**config.mk**
```make
export PLATFORM = sky130hd
export DESIGN_NAME = adcr_device_flat
export DESIGN_NICKNAME = d
export VERILOG_FILES = /design/src/verilog/adcr_pkg.sv /design/src/verilog/adcr_link_if.sv /design/src/verilog/adcr_crc.sv /design/src/verilog/adcr_device.sv /design/src/flat_wrapper.sv
export SDC_FILE = /design/constraint.sdc
export NUM_CORES = 1
export LEC_CHECK = 0
export BUFFER_PORTS_ARGS = -buffer_cell sky130_fd_sc_hd__buf_2
export CORE_MARGIN = 2
export CORE_UTILIZATION = 67
export CTS_CLUSTER_DIAMETER = 30
export CTS_CLUSTER_SIZE = 40
export DETAILED_ROUTE_END_ITERATION = 8
export GPL_TIMING_DRIVEN = 0
export PLACE_DENSITY = 0.95
export SLEW_MARGIN = 20
export SYNTH_ARGS = -nofsm -noshare
export SYNTH_HDL_FRONTEND = slang
export SYNTH_SLANG_ARGS = --single-unit
```
**constraint.sdc**
```tcl
create_clock -name clk_sys_in -period 6.83 [get_ports clk_sys_in]
set_input_delay 1.7075 -clock clk_sys_in [delete_from_list [all_inputs] [get_ports clk_sys_in]]
set_output_delay 1.7075 -clock clk_sys_in [all_outputs]
set_load 0.01 [all_outputs]
```
**src/verilog/adcr_pkg.sv**
```systemverilog
package adcr_pkg;
  localparam int DATA_W = 16;
  localparam int FIELD_W = 12;
  localparam int CRC_W = 8;
  localparam int WORD_W = 2 * DATA_W;
  localparam int WFRAME_W = DATA_W + CRC_W;
  localparam int TXA_W = WORD_W + CRC_W;
  localparam int CNT_W = 6;
  localparam int LIMIT_LSB = DATA_W - FIELD_W;
  localparam logic [CRC_W:0] CRC_POLY = 9'h107;
  localparam logic [CRC_W-1:0] CRC_INIT = 8'hff;
  localparam int CMD_WR_BIT = 15;
  localparam int CMD_ADDR_LSB = 12;
  localparam int ADDR_W = 3;
  localparam logic [ADDR_W-1:0] REG_PRIMARY = 3'h1;
  localparam logic [ADDR_W-1:0] REG_SECONDARY = 3'h2;
  localparam logic [ADDR_W-1:0] REG_ALERT = 3'h3;
  localparam logic [ADDR_W-1:0] REG_LOWER = 3'h4;
  localparam logic [ADDR_W-1:0] REG_UPPER = 3'h5;
  localparam logic [FIELD_W-1:0] PRIMARY_RST = 12'h000;
  localparam logic [FIELD_W-1:0] SECONDARY_RST = 12'h000;
  localparam logic [FIELD_W-1:0] FLAGS_RST = 12'h000;
  localparam logic [FIELD_W-1:0] LOWER_RST = 12'h000;
  localparam logic [FIELD_W-1:0] UPPER_RST = 12'hfff;
  localparam int P_WCRC = 5;
  localparam int P_RCRC = 4;
  localparam int P_ALERT = 3;
  localparam int S_LANE = 8;
  localparam int F_WFAIL = 9;
  localparam int F_B_OVER = 5;
  localparam int F_B_UNDER = 4;
  localparam int F_A_OVER = 1;
  localparam int F_A_UNDER = 0;
  localparam int AVS_AW = 5;
  localparam int AVS_DW = 32;
  localparam logic [AVS_AW-1:0] HOFF_CMD = 5'h00;
  localparam logic [AVS_AW-1:0] HOFF_CFG = 5'h04;
  localparam logic [AVS_AW-1:0] HOFF_RXA = 5'h08;
  localparam logic [AVS_AW-1:0] HOFF_RXB = 5'h0c;
  localparam logic [AVS_AW-1:0] HOFF_RXCRC = 5'h10;
  localparam logic [AVS_AW-1:0] HOFF_STATUS = 5'h14;
  localparam logic [AVS_AW-1:0] HOFF_MASK = 5'h18;
  localparam int CFG_W = 3;
  localparam int C_WCRC = 0;
  localparam int C_RCRC = 1;
  localparam int C_ONE = 2;
  localparam int ST_W = 2;
  localparam int ST_DONE = 0;
  localparam int ST_CRCERR = 1;
  localparam int ST_BUSY = 8;
  localparam int CLK_PERIOD_NS = 8;
  localparam int SCLK_PERIOD_NS = 160;
  localparam int SCLK_HALF_CYC = SCLK_PERIOD_NS / (2 * CLK_PERIOD_NS);
endpackage

```
**src/verilog/adcr_link_if.sv**
```systemverilog
`timescale 1ns/100ps
interface adcr_link_if;
  logic cs_n;
  logic sclk;
  logic sdi;
  logic lane_a_out;
  logic lane_a_oe;
  logic lane_b_out;
  logic lane_b_oe;
  modport dev (input cs_n, sclk, sdi,
    output lane_a_out, lane_a_oe, lane_b_out, lane_b_oe);
  modport host (output cs_n, sclk, sdi,
    input lane_a_out, lane_a_oe, lane_b_out, lane_b_oe);
endinterface

```
**src/verilog/adcr_crc.sv**
```systemverilog
`timescale 1ns/100ps
module adcr_crc #(
  parameter int WIDTH = adcr_pkg::WORD_W
) (
  input wire logic [WIDTH-1:0] data_in,
  output logic [adcr_pkg::CRC_W-1:0] crc_out
);
  logic fb;

  // All-ones preload equals inverting the top byte; shifting every data
  // bit through the register stands for the eight appended zeros
  always_comb begin
    fb = 1'b0;
    crc_out = adcr_pkg::CRC_INIT;
    for (int i = WIDTH - 1; i >= 0; i--) begin
      fb = crc_out[adcr_pkg::CRC_W-1] ^ data_in[i];
      crc_out = {crc_out[adcr_pkg::CRC_W-2:0], 1'b0}
        ^ (fb ? adcr_pkg::CRC_POLY[adcr_pkg::CRC_W-1:0] : '0);
    end
  end
endmodule

```
**src/verilog/adcr_device.sv**
```systemverilog
`timescale 1ns/100ps
module adcr_device (
  input wire logic clk_sys_in,
  input wire logic resetn_in,
  adcr_link_if.dev link,
  input wire logic [adcr_pkg::DATA_W-1:0] chan_a_in,
  input wire logic [adcr_pkg::DATA_W-1:0] chan_b_in,
  output logic [adcr_pkg::FIELD_W-1:0] primary_config_out,
  output logic [adcr_pkg::FIELD_W-1:0] secondary_config_out
);
  localparam int DW = adcr_pkg::DATA_W;
  localparam int FW = adcr_pkg::FIELD_W;
  localparam int CW = adcr_pkg::CRC_W;
  localparam int RW = adcr_pkg::WFRAME_W;
  localparam int TW = adcr_pkg::TXA_W;
  localparam int NW = adcr_pkg::CNT_W;
  localparam int LL = adcr_pkg::LIMIT_LSB;

  logic [2:0] cs_sync_reg;
  logic [2:0] sclk_sync_reg;
  logic [1:0] sdi_sync_reg;

  logic active_reg, active_next;
  logic [RW-1:0] rx_sr_reg, rx_sr_next;
  logic [NW-1:0] bit_cnt_reg, bit_cnt_next;
  logic [TW-1:0] tx_a_reg, tx_a_next;
  logic [DW-1:0] tx_b_reg, tx_b_next;
  logic [DW-1:0] conv_a_reg, conv_a_next;
  logic [DW-1:0] conv_b_reg, conv_b_next;
  logic rd_pend_reg, rd_pend_next;
  logic [adcr_pkg::ADDR_W-1:0] rd_addr_reg, rd_addr_next;
  logic [FW-1:0] primary_reg, primary_next;
  logic [FW-1:0] secondary_reg, secondary_next;
  logic [FW-1:0] lower_reg, lower_next;
  logic [FW-1:0] upper_reg, upper_next;
  logic [FW-1:0] flags_reg, flags_next;

  logic cs_fall, cs_rise, sclk_rise, sclk_fall;
  logic one_wire, rx_long, frame_ok, crc_ok, cmd_wr;
  logic [FW-1:0] reg_field;
  logic [2*DW-1:0] out_word;
  logic [CW-1:0] out_crc, crc_field, cmd_crc;
  logic [DW-1:0] cmd;
  logic [adcr_pkg::ADDR_W-1:0] cmd_addr;

  // Link pins come from another domain: two stages before any use
  always_ff @(posedge clk_sys_in or negedge resetn_in) begin
    if (!resetn_in) begin
      cs_sync_reg <= 3'h7;
      sclk_sync_reg <= 3'h0;
      sdi_sync_reg <= 2'h0;
    end else begin
      cs_sync_reg <= {cs_sync_reg[1:0], link.cs_n};
      sclk_sync_reg <= {sclk_sync_reg[1:0], link.sclk};
      sdi_sync_reg <= {sdi_sync_reg[0], link.sdi};
    end
  end

  assign cs_fall = cs_sync_reg[2] & ~cs_sync_reg[1];
  assign cs_rise = ~cs_sync_reg[2] & cs_sync_reg[1];
  assign sclk_rise = ~sclk_sync_reg[2] & sclk_sync_reg[1];
  assign sclk_fall = sclk_sync_reg[2] & ~sclk_sync_reg[1];
  assign one_wire = secondary_reg[adcr_pkg::S_LANE];

  always_comb begin
    case (rd_addr_reg)
      adcr_pkg::REG_PRIMARY: reg_field = primary_reg;
      adcr_pkg::REG_SECONDARY: reg_field = secondary_reg;
      adcr_pkg::REG_ALERT: reg_field = flags_reg;
      adcr_pkg::REG_LOWER: reg_field = lower_reg;
      adcr_pkg::REG_UPPER: reg_field = upper_reg;
      default: reg_field = '0;
    endcase
  end

  // Readback carries the address in its top nibble, write bit clear
  assign out_word = rd_pend_reg
    ? {1'b0, rd_addr_reg, reg_field, {DW{1'b0}}}
    : {conv_a_reg, conv_b_reg};

  adcr_crc #(.WIDTH(2 * DW)) u_out_crc (
    .data_in(out_word),
    .crc_out(out_crc)
  );

  assign crc_field = primary_reg[adcr_pkg::P_RCRC] ? out_crc : '0;

  // Only the first 24 bits of a frame are kept; longer frames clock
  // out read data while the host shifts zeros
  assign rx_long = bit_cnt_reg >= NW'(RW);
  assign frame_ok = rx_long || bit_cnt_reg == NW'(DW);
  assign cmd = rx_long ? rx_sr_reg[RW-1:CW] : rx_sr_reg[DW-1:0];
  assign cmd_wr = cmd[adcr_pkg::CMD_WR_BIT];
  assign cmd_addr = cmd[adcr_pkg::CMD_WR_BIT-1:adcr_pkg::CMD_ADDR_LSB];

  adcr_crc #(.WIDTH(2 * DW)) u_cmd_crc (
    .data_in({cmd, {DW{1'b0}}}),
    .crc_out(cmd_crc)
  );

  assign crc_ok = rx_long && cmd_crc == rx_sr_reg[CW-1:0];

  always_comb begin
    active_next = active_reg;
    rx_sr_next = rx_sr_reg;
    bit_cnt_next = bit_cnt_reg;
    tx_a_next = tx_a_reg;
    tx_b_next = tx_b_reg;
    conv_a_next = conv_a_reg;
    conv_b_next = conv_b_reg;
    rd_pend_next = rd_pend_reg;
    rd_addr_next = rd_addr_reg;
    primary_next = primary_reg;
    secondary_next = secondary_reg;
    lower_next = lower_reg;
    upper_next = upper_reg;
    flags_next = flags_reg;
    if (cs_fall) begin
      active_next = 1'b1;
      bit_cnt_next = '0;
      rx_sr_next = '0;
      rd_pend_next = 1'b0;
      // One-frame latency: previous sample goes out, new one is held
      if (one_wire) begin
        tx_a_next = {out_word, crc_field};
      end else begin
        tx_a_next = {out_word[2*DW-1:DW], crc_field, {DW{1'b0}}};
      end
      tx_b_next = rd_pend_reg ? '0 : out_word[DW-1:0];
      conv_a_next = chan_a_in;
      conv_b_next = chan_b_in;
      if (rd_pend_reg && rd_addr_reg == adcr_pkg::REG_ALERT) begin
        flags_next = '0;
      end
      // Flags set below win over the clear-on-read above
      if (primary_reg[adcr_pkg::P_ALERT]) begin
        if (chan_a_in[DW-1:LL] > upper_reg) begin
          flags_next[adcr_pkg::F_A_OVER] = 1'b1;
        end
        if (chan_a_in[DW-1:LL] < lower_reg) begin
          flags_next[adcr_pkg::F_A_UNDER] = 1'b1;
        end
        if (chan_b_in[DW-1:LL] > upper_reg) begin
          flags_next[adcr_pkg::F_B_OVER] = 1'b1;
        end
        if (chan_b_in[DW-1:LL] < lower_reg) begin
          flags_next[adcr_pkg::F_B_UNDER] = 1'b1;
        end
      end
    end else if (cs_rise) begin
      active_next = 1'b0;
      if (frame_ok && cmd_wr) begin
        if (primary_reg[adcr_pkg::P_WCRC] && !crc_ok) begin
          flags_next[adcr_pkg::F_WFAIL] = 1'b1;
        end else begin
          case (cmd_addr)
            adcr_pkg::REG_PRIMARY: primary_next = cmd[FW-1:0];
            adcr_pkg::REG_SECONDARY: secondary_next = cmd[FW-1:0];
            adcr_pkg::REG_LOWER: lower_next = cmd[FW-1:0];
            adcr_pkg::REG_UPPER: upper_next = cmd[FW-1:0];
            adcr_pkg::REG_ALERT: flags_next = flags_reg;
            default: flags_next = flags_reg;
          endcase
        end
      end else if (frame_ok) begin
        // Every defined register is readable; others fall back
        if (cmd_addr >= adcr_pkg::REG_PRIMARY
            && cmd_addr <= adcr_pkg::REG_UPPER) begin
          rd_pend_next = 1'b1;
          rd_addr_next = cmd_addr;
        end else begin
          rd_pend_next = 1'b0;
        end
      end
    end else if (active_reg) begin
      if (sclk_rise && !rx_long) begin
        rx_sr_next = {rx_sr_reg[RW-2:0], sdi_sync_reg[1]};
        bit_cnt_next = bit_cnt_reg + NW'(1);
      end
      if (sclk_fall) begin
        tx_a_next = {tx_a_reg[TW-2:0], 1'b0};
        tx_b_next = {tx_b_reg[DW-2:0], 1'b0};
      end
    end
  end

  always_ff @(posedge clk_sys_in or negedge resetn_in) begin
    if (!resetn_in) begin
      active_reg <= 1'b0;
      rx_sr_reg <= '0;
      bit_cnt_reg <= '0;
      tx_a_reg <= '0;
      tx_b_reg <= '0;
      conv_a_reg <= '0;
      conv_b_reg <= '0;
      rd_pend_reg <= 1'b0;
      rd_addr_reg <= '0;
      primary_reg <= adcr_pkg::PRIMARY_RST;
      secondary_reg <= adcr_pkg::SECONDARY_RST;
      lower_reg <= adcr_pkg::LOWER_RST;
      upper_reg <= adcr_pkg::UPPER_RST;
      flags_reg <= adcr_pkg::FLAGS_RST;
    end else begin
      active_reg <= active_next;
      rx_sr_reg <= rx_sr_next;
      bit_cnt_reg <= bit_cnt_next;
      tx_a_reg <= tx_a_next;
      tx_b_reg <= tx_b_next;
      conv_a_reg <= conv_a_next;
      conv_b_reg <= conv_b_next;
      rd_pend_reg <= rd_pend_next;
      rd_addr_reg <= rd_addr_next;
      primary_reg <= primary_next;
      secondary_reg <= secondary_next;
      lower_reg <= lower_next;
      upper_reg <= upper_next;
      flags_reg <= flags_next;
    end
  end

  assign link.lane_a_out = tx_a_reg[TW-1];
  assign link.lane_a_oe = active_reg;
  assign link.lane_b_out = tx_b_reg[DW-1];
  assign link.lane_b_oe = active_reg & ~one_wire;
  assign primary_config_out = primary_reg;
  assign secondary_config_out = secondary_reg;
endmodule

```
**src/flat_wrapper.sv**
```systemverilog
// flat-port wrapper written by rule: the top's interface ports become plain ports
module adcr_device_flat 
  (clk_sys_in, resetn_in, chan_a_in, chan_b_in, primary_config_out, secondary_config_out, link_cs_n, link_sclk, link_sdi, link_lane_a_out, link_lane_a_oe, link_lane_b_out, link_lane_b_oe);
  adcr_link_if link_i ();
  input wire logic clk_sys_in;
  input wire logic resetn_in;
  input wire logic [adcr_pkg::DATA_W-1:0] chan_a_in;
  input wire logic [adcr_pkg::DATA_W-1:0] chan_b_in;
  output logic [adcr_pkg::FIELD_W-1:0] primary_config_out;
  output logic [adcr_pkg::FIELD_W-1:0] secondary_config_out;
  input wire logic [$bits(link_i.cs_n)-1:0] link_cs_n;
  input wire logic [$bits(link_i.sclk)-1:0] link_sclk;
  input wire logic [$bits(link_i.sdi)-1:0] link_sdi;
  output wire logic [$bits(link_i.lane_a_out)-1:0] link_lane_a_out;
  output wire logic [$bits(link_i.lane_a_oe)-1:0] link_lane_a_oe;
  output wire logic [$bits(link_i.lane_b_out)-1:0] link_lane_b_out;
  output wire logic [$bits(link_i.lane_b_oe)-1:0] link_lane_b_oe;
  assign link_i.cs_n = link_cs_n;
  assign link_i.sclk = link_sclk;
  assign link_i.sdi = link_sdi;
  assign link_lane_a_out = link_i.lane_a_out;
  assign link_lane_a_oe = link_i.lane_a_oe;
  assign link_lane_b_out = link_i.lane_b_out;
  assign link_lane_b_oe = link_i.lane_b_oe;
  adcr_device u_core (.clk_sys_in(clk_sys_in), .resetn_in(resetn_in), .link(link_i), .chan_a_in(chan_a_in), .chan_b_in(chan_b_in), .primary_config_out(primary_config_out), .secondary_config_out(secondary_config_out));
endmodule
```
After elaboration in Yosys (flattened, before gate mapping). Index checks and enable logic that the tools add are counted.

Add/sub/neg operators: 1. Magnitude comparators: 7. Equality and inequality tests: 14. Mux-type cells: 104. Bitwise logic cells: 123. Reductions and logical operators: 26.

Operator list (count): XOR 8 x 3 -> 8 bit (62); 2-to-1 mux 3 bit (64); 2-to-1 mux 40 bit (4); 2-to-1 mux 24 bit (5); 2-to-1 mux 16 bit (6); case mux 12 bit (5 select lines) (1); XOR 1 bit (46); 2-to-1 mux 12 bit (3); 2-to-1 mux 32 bit (1); AND reduction 5 bit (5); greater-than comparator 12 bit (2); less-than comparator 12 bit (2); 2-to-1 mux 6 bit (4); NOT 2 -> 7 bit (2); nonzero test 2 bit (7); == test 3 bit (second input constant) (4); 2-to-1 mux 1 bit (12); 2-to-1 mux 10 bit (1); == test 3 x 2 -> 1 bit (second input constant) (3); AND reduction 3 bit (3); == test 8 bit (1); 2-to-1 mux 8 bit (1); NOT 1 bit (8); adder 6 x 1 -> 6 bit (second input constant) (1); other kinds (14) (27).

Register bits after elaboration: 191. Output and inout bits: 28. Word-level logic and storage cells: 294.

Longest topological paths before layout. Gate-level depths: netlist of the first run.

Word-level depth: 101. Gate-level depth with buffers: 14. Depth with buffers taken out: 13.

Cells and area by module. A second synthesis of the first run with hierarchy kept.

Cells, all modules: 997. Area total of the unflattened synthesis: 11060.6 um2.

By module, submodules not included: adcr_device (times used 1, cells an instance 867, area each 9416.5 um2, seq. area each 4623.2 um2); adcr_crc (times used 2, cells an instance 65, area each 822.0 um2, seq. area each 0.0 um2).

Least setup slack after synthesis of the first run. OpenSTA, ideal clock, no wires.

Path kind: reg-to-reg. Start: register u_core.bit_cnt_reg[3]. End: register u_core.secondary_reg[8] (netlist: u_core.secondary_config_out[8]). Library setup time: 0.128 ns. Arrival: 3.869 ns. Data required time: 6.702 ns. Path slack: 2.834 ns. Stages on the path, launching flop included: 15. Path buffers: 1. Cell sequence: dfrtp_1 a21oi_2 mux2i_1 inv_2 ha_1 xnor2_1 xnor3_1 xnor2_1 nor3b_1 a2111o_1 o41a_1 nor3_2 nand3_1 buf_2 mux2_1.

Cells in the longest elaborated chain, start to end: 48. Elaborated cells between the ends (all ways): 91.

Ends and longest elaborated chain: start: declaration (line adcr_device.sv:25) `logic [NW-1:0] bit_cnt_reg, bit_cnt_next;`; start signal: assignment (line adcr_device.sv:206) `bit_cnt_reg <= bit_cnt_next;`; greater-or-equal comparator 6 x 5 -> 1 bit (line adcr_device.sv:90) `assign rx_long = bit_cnt_reg >= NW'(RW);`; 2-to-1 mux 16 bit (line adcr_device.sv:92) `assign cmd = rx_long ? rx_sr_reg[RW-1:CW] : rx_sr_reg[DW-1:0];`; XOR 1 bit / 2-to-1 mux 3 bit (equally long branches) (line adcr_crc.sv:16, adcr_crc.sv:18); 2-to-1 mux 3 bit / NOT 2 -> 7 bit (equally long branches); XOR 8 x 3 -> 8 bit (5 in series) (line adcr_crc.sv:18) `^ (fb ? adcr_pkg::CRC_POLY[adcr_pkg::CRC_W-1:0] : '0);`; XOR 8 x 3 -> 8 bit / XOR 1 bit (equally long branches) (line adcr_crc.sv:18, adcr_crc.sv:16); XOR 1 bit / 2-to-1 mux 3 bit (equally long branches) (line adcr_crc.sv:16, adcr_crc.sv:18); 2-to-1 mux 3 bit / XOR 8 x 3 -> 8 bit (equally long branches) (line adcr_crc.sv:18); [... 28 more ...]; 2-to-1 mux 3 bit / XOR 8 x 3 -> 8 bit (equally long branches) (line adcr_crc.sv:18); XOR 8 x 3 -> 8 bit (line adcr_crc.sv:18); == test 8 bit (line adcr_device.sv:101) `assign crc_ok = rx_long && cmd_crc == rx_sr_reg[CW-1:0];`; logical AND 1 bit (line adcr_device.sv:101); zero test 1 bit (line adcr_device.sv:153) `if (primary_reg[adcr_pkg::P_WCRC] && !crc_ok) begin`; logical AND 1 bit (line adcr_device.sv:153); NOT 1 bit (no source line); AND reduction 5 bit (no source line); end signal: assignment (line adcr_device.sv:199) `secondary_reg <= adcr_pkg::SECONDARY_RST;`; end signal: assignment (line adcr_device.sv:214) `secondary_reg <= secondary_next;`; end: declaration (line adcr_device.sv:33) `logic [FW-1:0] secondary_reg, secondary_next;`.

Several ways; a longest one is shown, not always the timed one. A chain may end at the register's enable or synchronous reset.

Worst setup path in the final report of the first run.
Start: register u_core.bit_cnt_reg[3]. End: register u_core.secondary_reg[3] (netlist: u_core.secondary_config_out[3]).

Same word-level chain as after synthesis.

==> results of run 1 <==
## layer usage
layer	share of wire	global-route usage	wire length, um	vias to the layer above
li1	-	-	-	3882
met1	0.36	0.475	11800	4460
met2	0.47	0.621	15500	692
met3	0.10	0.0888	3410	201
met4	0.057	0.214	1860	0
met5	0	0	0	-
## per-stage QoR
stage,worst slack (ns),area [um^2],power (mW),hold slack (ns)
6_report,1.94,12200,3.94,0.361
5_1_grt,1.74,12200,4.09,0.364
4_1_cts,2.07,12200,3.90,0.364
3_5_place_dp,2.19,11600,2.88,0.350
3_3_place_gp,1.21,11600,2.83,0.342
2_1_floorplan,2.83,11000,2.51,0.331
## power by group through the flow
stage | Clock, mW | Sequential [mW] | Combinational, mW
5_1_grt | 1.06 | 1.32 | 1.71
3_5_place_dp | 0 | 1.32 | 1.56
2_1_floorplan | 0 | 1.28 | 1.23
6_report | 1.02 | 1.31 | 1.61
4_1_cts | 1.01 | 1.30 | 1.58
3_3_place_gp | 0 | 1.31 | 1.51
## layout make-up
cell class / count / area [um^2]
sequential: 184 / 4620
inverter: 36 / 135
buffer: 57 / 236
timing repair buffer: 65 / 358
clock buffer: 18 / 439
multi-input combinational: 767 / 6000
tap: 216 / 270
clock inverter: 14 / 160
fill: 949 / 3720
## final timing paths
kind	startpoint	end	slack, ns	cells past startpoint
max reg2reg	u_core.bit_cnt_reg[3]	u_core.secondary_config_out[3]	1.94	14
min	u_core.cs_sync_reg[0]	u_core.cs_sync_reg[1]	0.36	0
min reg2reg	u_core.cs_sync_reg[0]	u_core.cs_sync_reg[1]	0.36	0
max in group asynchronous	resetn_in	u_core.upper_reg[4]	4.65	2
max	u_core.bit_cnt_reg[3]	u_core.secondary_config_out[3]	1.94	14
min in group asynchronous	resetn_in	u_core.tx_a_reg[3]	1.25	1
## cell usage in the layout, fill, tap and decap left out, drive strengths merged, types with 8 or more instances in the layout
cell type  count
dfrtp        169
mux2          91
xnor2         86
buf           81
nand2         76
nor2          68
o21ai         64
clkbuf        59
ha            51
mux2i         47
inv           42
xor2          39
a21oi         25
a21o          23
nor2b         21
a22o          19
a221oi        18
dfstp         15
a31oi         12
nand3         11
nor3          11
nand2b         9
nand4          8
o22ai          8
nand3b         8
## worst register-to-register path, cell delays in order, from the launching register on
cell	delay, ns
dfrtp_1	0.43
a21oi_2	0.33
mux2i_1	0.56
inv_2	0.14
ha_1	0.33
xnor2_1	0.28
xnor3_1	0.28
xnor2_1	0.33
nor3b_1	0.09
a2111o_1	0.41
o41a_1	0.51
nor3_2	0.22
nand3_1	0.20
buf_2	0.29
mux2_1	0.36
## cell families after synthesis
logic type / synth area share
AND/OR/NAND/NOR: 0.102
AO/OA/AOI/OAI: 0.130
flip-flops: 0.421
multiplexers: 0.138
XOR/XNOR: 0.118
buffers and inverters: 0.0338
adder cells (fa/ha/maj): 0.0581
==> impl_metrics.yaml, run 1 <==
sta:
  finalHoldViolCount: 0
  setup_violations: 0
  relSlewSlack: 0.378
  report.final.slew_viol_count: 0
  fmax_mhz: 205
  rsz0062_at_grt: "no"
  min_period_over_period: 0.715
  tightest_slew_ns: 0.933
  finalSetupTns_ns: 0
  period_minus_slack_ns: 4.89
  clock_skew_ns: 0.00749
place:
  dp.cells: 1325
  gp_congestion: 0.956
  post-dp-hpwl_um: 23100
  port_buffers: 64
route:
  ant_nets: 0
  routedWlPerCell_um: 24.0
  drt-pass1-iter-count: 6
  drtIter0Drc: 1184
  vias_per_cell: 6.81
  wirelength_um: 32600
  drcViolationCount: 0
  vias: 9235
cts:
  cts_setup_buffers: 0
  cts_buffers: 17
  clockBufferDepth: 2
  cts_tree: "done"
  cts.clk_slew.worst_paths_ns: 0.07
  ctsHoldBuffers: 0
  cts-resized-gates: 0
  cts_num_sinks: 184
  cts_max_level: 4
  insertion_delay_ns: 0.45
  cts-root-buf: "clkbuf_16"
critical_path:
  crit_buf_inv: 2
  cp_max_fo: 10
  critPathMostFrequentCell: "xnor2_1"
  crit_chain: "a21oi_2 -> mux2i_1 -> inv_2 -> ha_1 -> xnor2_1 -> xnor3_1 -> xnor2_1 -> nor3b_1 -> a2111o_1 -> o41a_1 -> nor3_2 -> nand3_1 -> buf_2 -> mux2_1"
  cpMaxStageDelayCell: "mux2i_1"
  cp.arrival_ns: 5.22
  worstSetupStartpointType: "flop"
  critPathKind: "reg -> reg"
  max_stage_delay_ns: 0.56
  required_ns: 7.16
  crit_path_end_kind: "flop"
  cpLargestDelayFamily: "compound AO/OA/AOI/OAI gates"
layout:
  largest_reg_flops: 40
  stdcell_count: 1357
  area_growth_pct: 11.2
  final_nets: 1216
  final_util: 0.766
  antenna_cells: 0
  drive_above_1_share: 0.163
synth:
  post_synth_inst_count: 1044
  synthFlopType: "dfrtp_1"
  ys_seq_area_frac: 0.421
  synth_area_per_cell_um2: 10.5
  synth_common_cells: "169 x dfrtp_1, 83 x xnor2_1, 76 x nand2_1, 68 x nor2_1, 64 x o21ai_0"
  synth_edf_count: 0
  syn-num-nets: 1132
  netlist.area_leader.share: 0.385
  ys_warn_count: 0
  synthTopCellsByArea: "dfrtp_1 38%, xnor2_1 6.6%, ha_1 5.8%, mux2_2 5.5%, mux2i_1 4.2%"
  synth_area_mm2: 0.0110
  synth_most_common_cell: "dfrtp_1"
  ys_types: 65
  synth_top_cell_by_area: "dfrtp_1"
  synth-seq-cells: 184
  async_reset_ff_frac: 1.00
pwr:
  clock_power_share: 0.259
  power.density_mw_per_mm2: 322
  p_leak_nw: 5.55
  p_int_mw: 2.44
  vdd_drop_max_uv: 402
  switchingPower_mw: 1.50
  swShare: 0.380
  pwr-share-comb: 0.408
  seqPwrFrac: 0.333
run:
  maxCapViolCount: 0
die:
  io_pins: 65
  core_area_mm2: 0.0159
  start_util: 0.689
  die_y_um: 132
  row_count: 46
  die_w_um: 132
  dieArea_mm2: 0.0174
outcome:
  outcome: "completed"
worst_hold_path:
  min_path_type: "reg -> reg"
global_route:
  grt_pass1_wl_um: 51500
  overflow: 0
  grtUsageTotal: 0.383
  antenna_found_initial: 0
  grt_pass1_vias: 9489
  grt_max_degree: 102
No activity file was read; power rests on OpenSTA's default activity.
==> inputs of run 2 (changes only) <==
CORE_UTILIZATION = 62   (was 67)
PLACE_DENSITY = 0.89   (was 0.95)
clock period = 4.8 ns   (was 6.83 ns; I/O delays follow)
==> run 2 against run 1 <==
Compared with the run above:
- register-to-register slack got worse by 1.8 ns
- design area rose by 0.55%
- routed wire length fell by 3.5%
- utilization fell by 5.6 points
- non-clock buffer count did not move
- critical endpoint is now u_core.secondary_config_out[4]
- flip-flop and latch count did not move
- global-route usage fell by 3.9 points
- final cell count rose by 0.66%
- critical path type unchanged
- highest routed layer unchanged
- count of clock-buffer cells in the layout rose by 2
==> impl_metrics.yaml, run 2 (synthesis gave the netlist of run 1 again) <==
outcome:
  outcome: "completed"
global_route:
  grt_pass1_vias: 8900
  overflow: 0
  grt_pass1_wl_um: 48400
  antenna_found_initial: 0
  grtUsageTotal: 0.344
  grt_max_degree: 89
route:
  drtIter0Drc: 1096
  drcViolationCount: 0
  drt-pass1-iter-count: 5
  routedWlPerCell_um: 23.0
  wirelength_um: 31400
  vias: 8961
  ant_nets: 0
  vias_per_cell: 6.56
place:
  post-dp-hpwl_um: 22800
  port_buffers: 64
  gp_congestion: 0.967
  placed_area_mm2: 0.0117
layout:
  fill_cells: 1210
  largest_reg_flops: 40
  final_nets: 1216
  drive_above_1_share: 0.167
  antenna_cells: 0
  final_cell_mix: "168 x dfrtp_1, 80 x xnor2_1, 76 x nand2_1, 69 x buf_2, 68 x nor2_1"
  final_common_cell: "dfrtp_1"
  fin_area_mm2: 0.0123
  area_growth_pct: 11.8
pwr:
  p_leak_nw: 5.56
  power.density_mw_per_mm2: 453
  vdd_drop_max_uv: 588
  switchingPower_mw: 2.04
  p_int_mw: 3.52
  clock_power_share: 0.260
  swShare: 0.367
  seqPwrFrac: 0.335
  pwr-share-comb: 0.406
critical_path:
  worstSetupStartpointType: "flop"
  critPathKind: "reg -> reg"
  cp_max_fo: 10
  crit_path_end_kind: "flop"
  cp-startpoint: "u_core.bit_cnt_reg[3]"
  cp.arrival_ns: 4.97
  required_ns: 5.14
  reg2reg_from: "u_core.bit_cnt_reg[3]"
die:
  start_util: 0.635
  die_y_um: 137
  core_area_mm2: 0.0173
  io_pins: 65
  die_w_um: 137
  dieArea_mm2: 0.0188
  row_count: 48
sta:
  period_minus_slack_ns: 4.64
  rsz0062_at_grt: "no"
  min_period_over_period: 0.966
  setup_violations: 0
  relSlewSlack: 0.450
  tightest_slew_ns: 0.824
  clock_skew_ns: 0.0158
  finalSetupTns_ns: 0
  finalHoldViolCount: 0
  fmax_mhz: 216
  report.final.slew_viol_count: 0
cts:
  clockBufferDepth: 2
  cts_tree: "done"
  ctsHoldBuffers: 0
  cts_buffers: 17
  insertion_delay_ns: 0.46
  cts_num_sinks: 184
  cts-root-buf: "clkbuf_16"
  cts.clk_slew.worst_paths_ns: 0.07
  cts_max_level: 4
worst_hold_path:
  hold_start: "u_core.sclk_sync_reg[0]"
  min_path_type: "reg -> reg"
run:
  maxCapViolCount: 0
## run 2: metal layers
metal,wire length [um],share of wire,up-vias,global-route usage
li1,-,-,3870,-
met1,12400,0.39,4365,0.446
met3,2650,0.084,161,0.0626
met4,1720,0.055,0,0.189
met2,14700,0.47,565,0.546
met5,0,0,-,0
## run 2: power groups by stage
stage	combinational (mW)	clock (mW)	sequential (mW)
global route	2.42	1.49	1.87
detailed placement	2.21	0	1.88
finish	2.26	1.44	1.86
CTS	2.24	1.43	1.85
global placement	2.16	0	1.87
floorplan	1.75	0	1.83
## run 2: cell type report
class | count | area (um^2) | share of cell area
repair buffers | 66 | 385 | 0.0314
inverters | 36 | 135 | 0.0110
plain buffers | 56 | 233 | 0.0189
multi-input cells | 767 | 6040 | 0.491
well taps | 225 | 282 | 0.0229
clock inverters | 12 | 141 | 0.0115
clock buffers | 20 | 447 | 0.0364
flip-flops and latches | 184 | 4620 | 0.376
## run 2: worst max-delay path, stage by stage (launching register included)
cell      delay [ns]
dfrtp_1         0.44
a21oi_4         0.26
buf_6           0.22
mux2_4          0.38
ha_1            0.33
xnor2_2         0.24
xnor3_1         0.30
xnor2_2         0.24
nor3b_1         0.08
a2111o_1        0.41
o41a_1          0.52
nor3_2          0.24
nand3_1         0.19
buf_2           0.28
mux2_1          0.36
## run 2: metrics by stage
stage,hold WS [ns],std cells,worst slack [ns],utilization,power (mW)
2_1_floorplan,0.331,1044,0.804,-,3.57
3_3_place_gp,0.338,1333,-0.331,0.670,4.02
3_5_place_dp,0.343,1335,0.106,0.674,4.09
4_1_cts,0.359,1367,0.0136,0.708,5.52
5_1_grt,0.368,1366,0.0247,0.710,5.79
6_report,0.353,1366,0.163,0.710,5.56
## run 2: final timing paths
check / cells after the start / slack, ns / endpoint
min: 0 / 0.35 / u_core.sclk_sync_reg[1]
max reg2reg: 14 / 0.16 / u_core.secondary_config_out[4]
min in group asynchronous: 1 / 0.60 / u_core.bit_cnt_reg[4]
max: 14 / 0.16 / u_core.secondary_config_out[4]
min reg2reg: 0 / 0.35 / u_core.sclk_sync_reg[1]
max in group asynchronous: 3 / 3.14 / u_core.upper_reg[3]
## run 2: timing repair
action / 4_1_cts / 5_1_grt
buffers inserted: 0 / 0
resized for setup: 0 / 7
endpoints found under the setup margin: 0 / 41
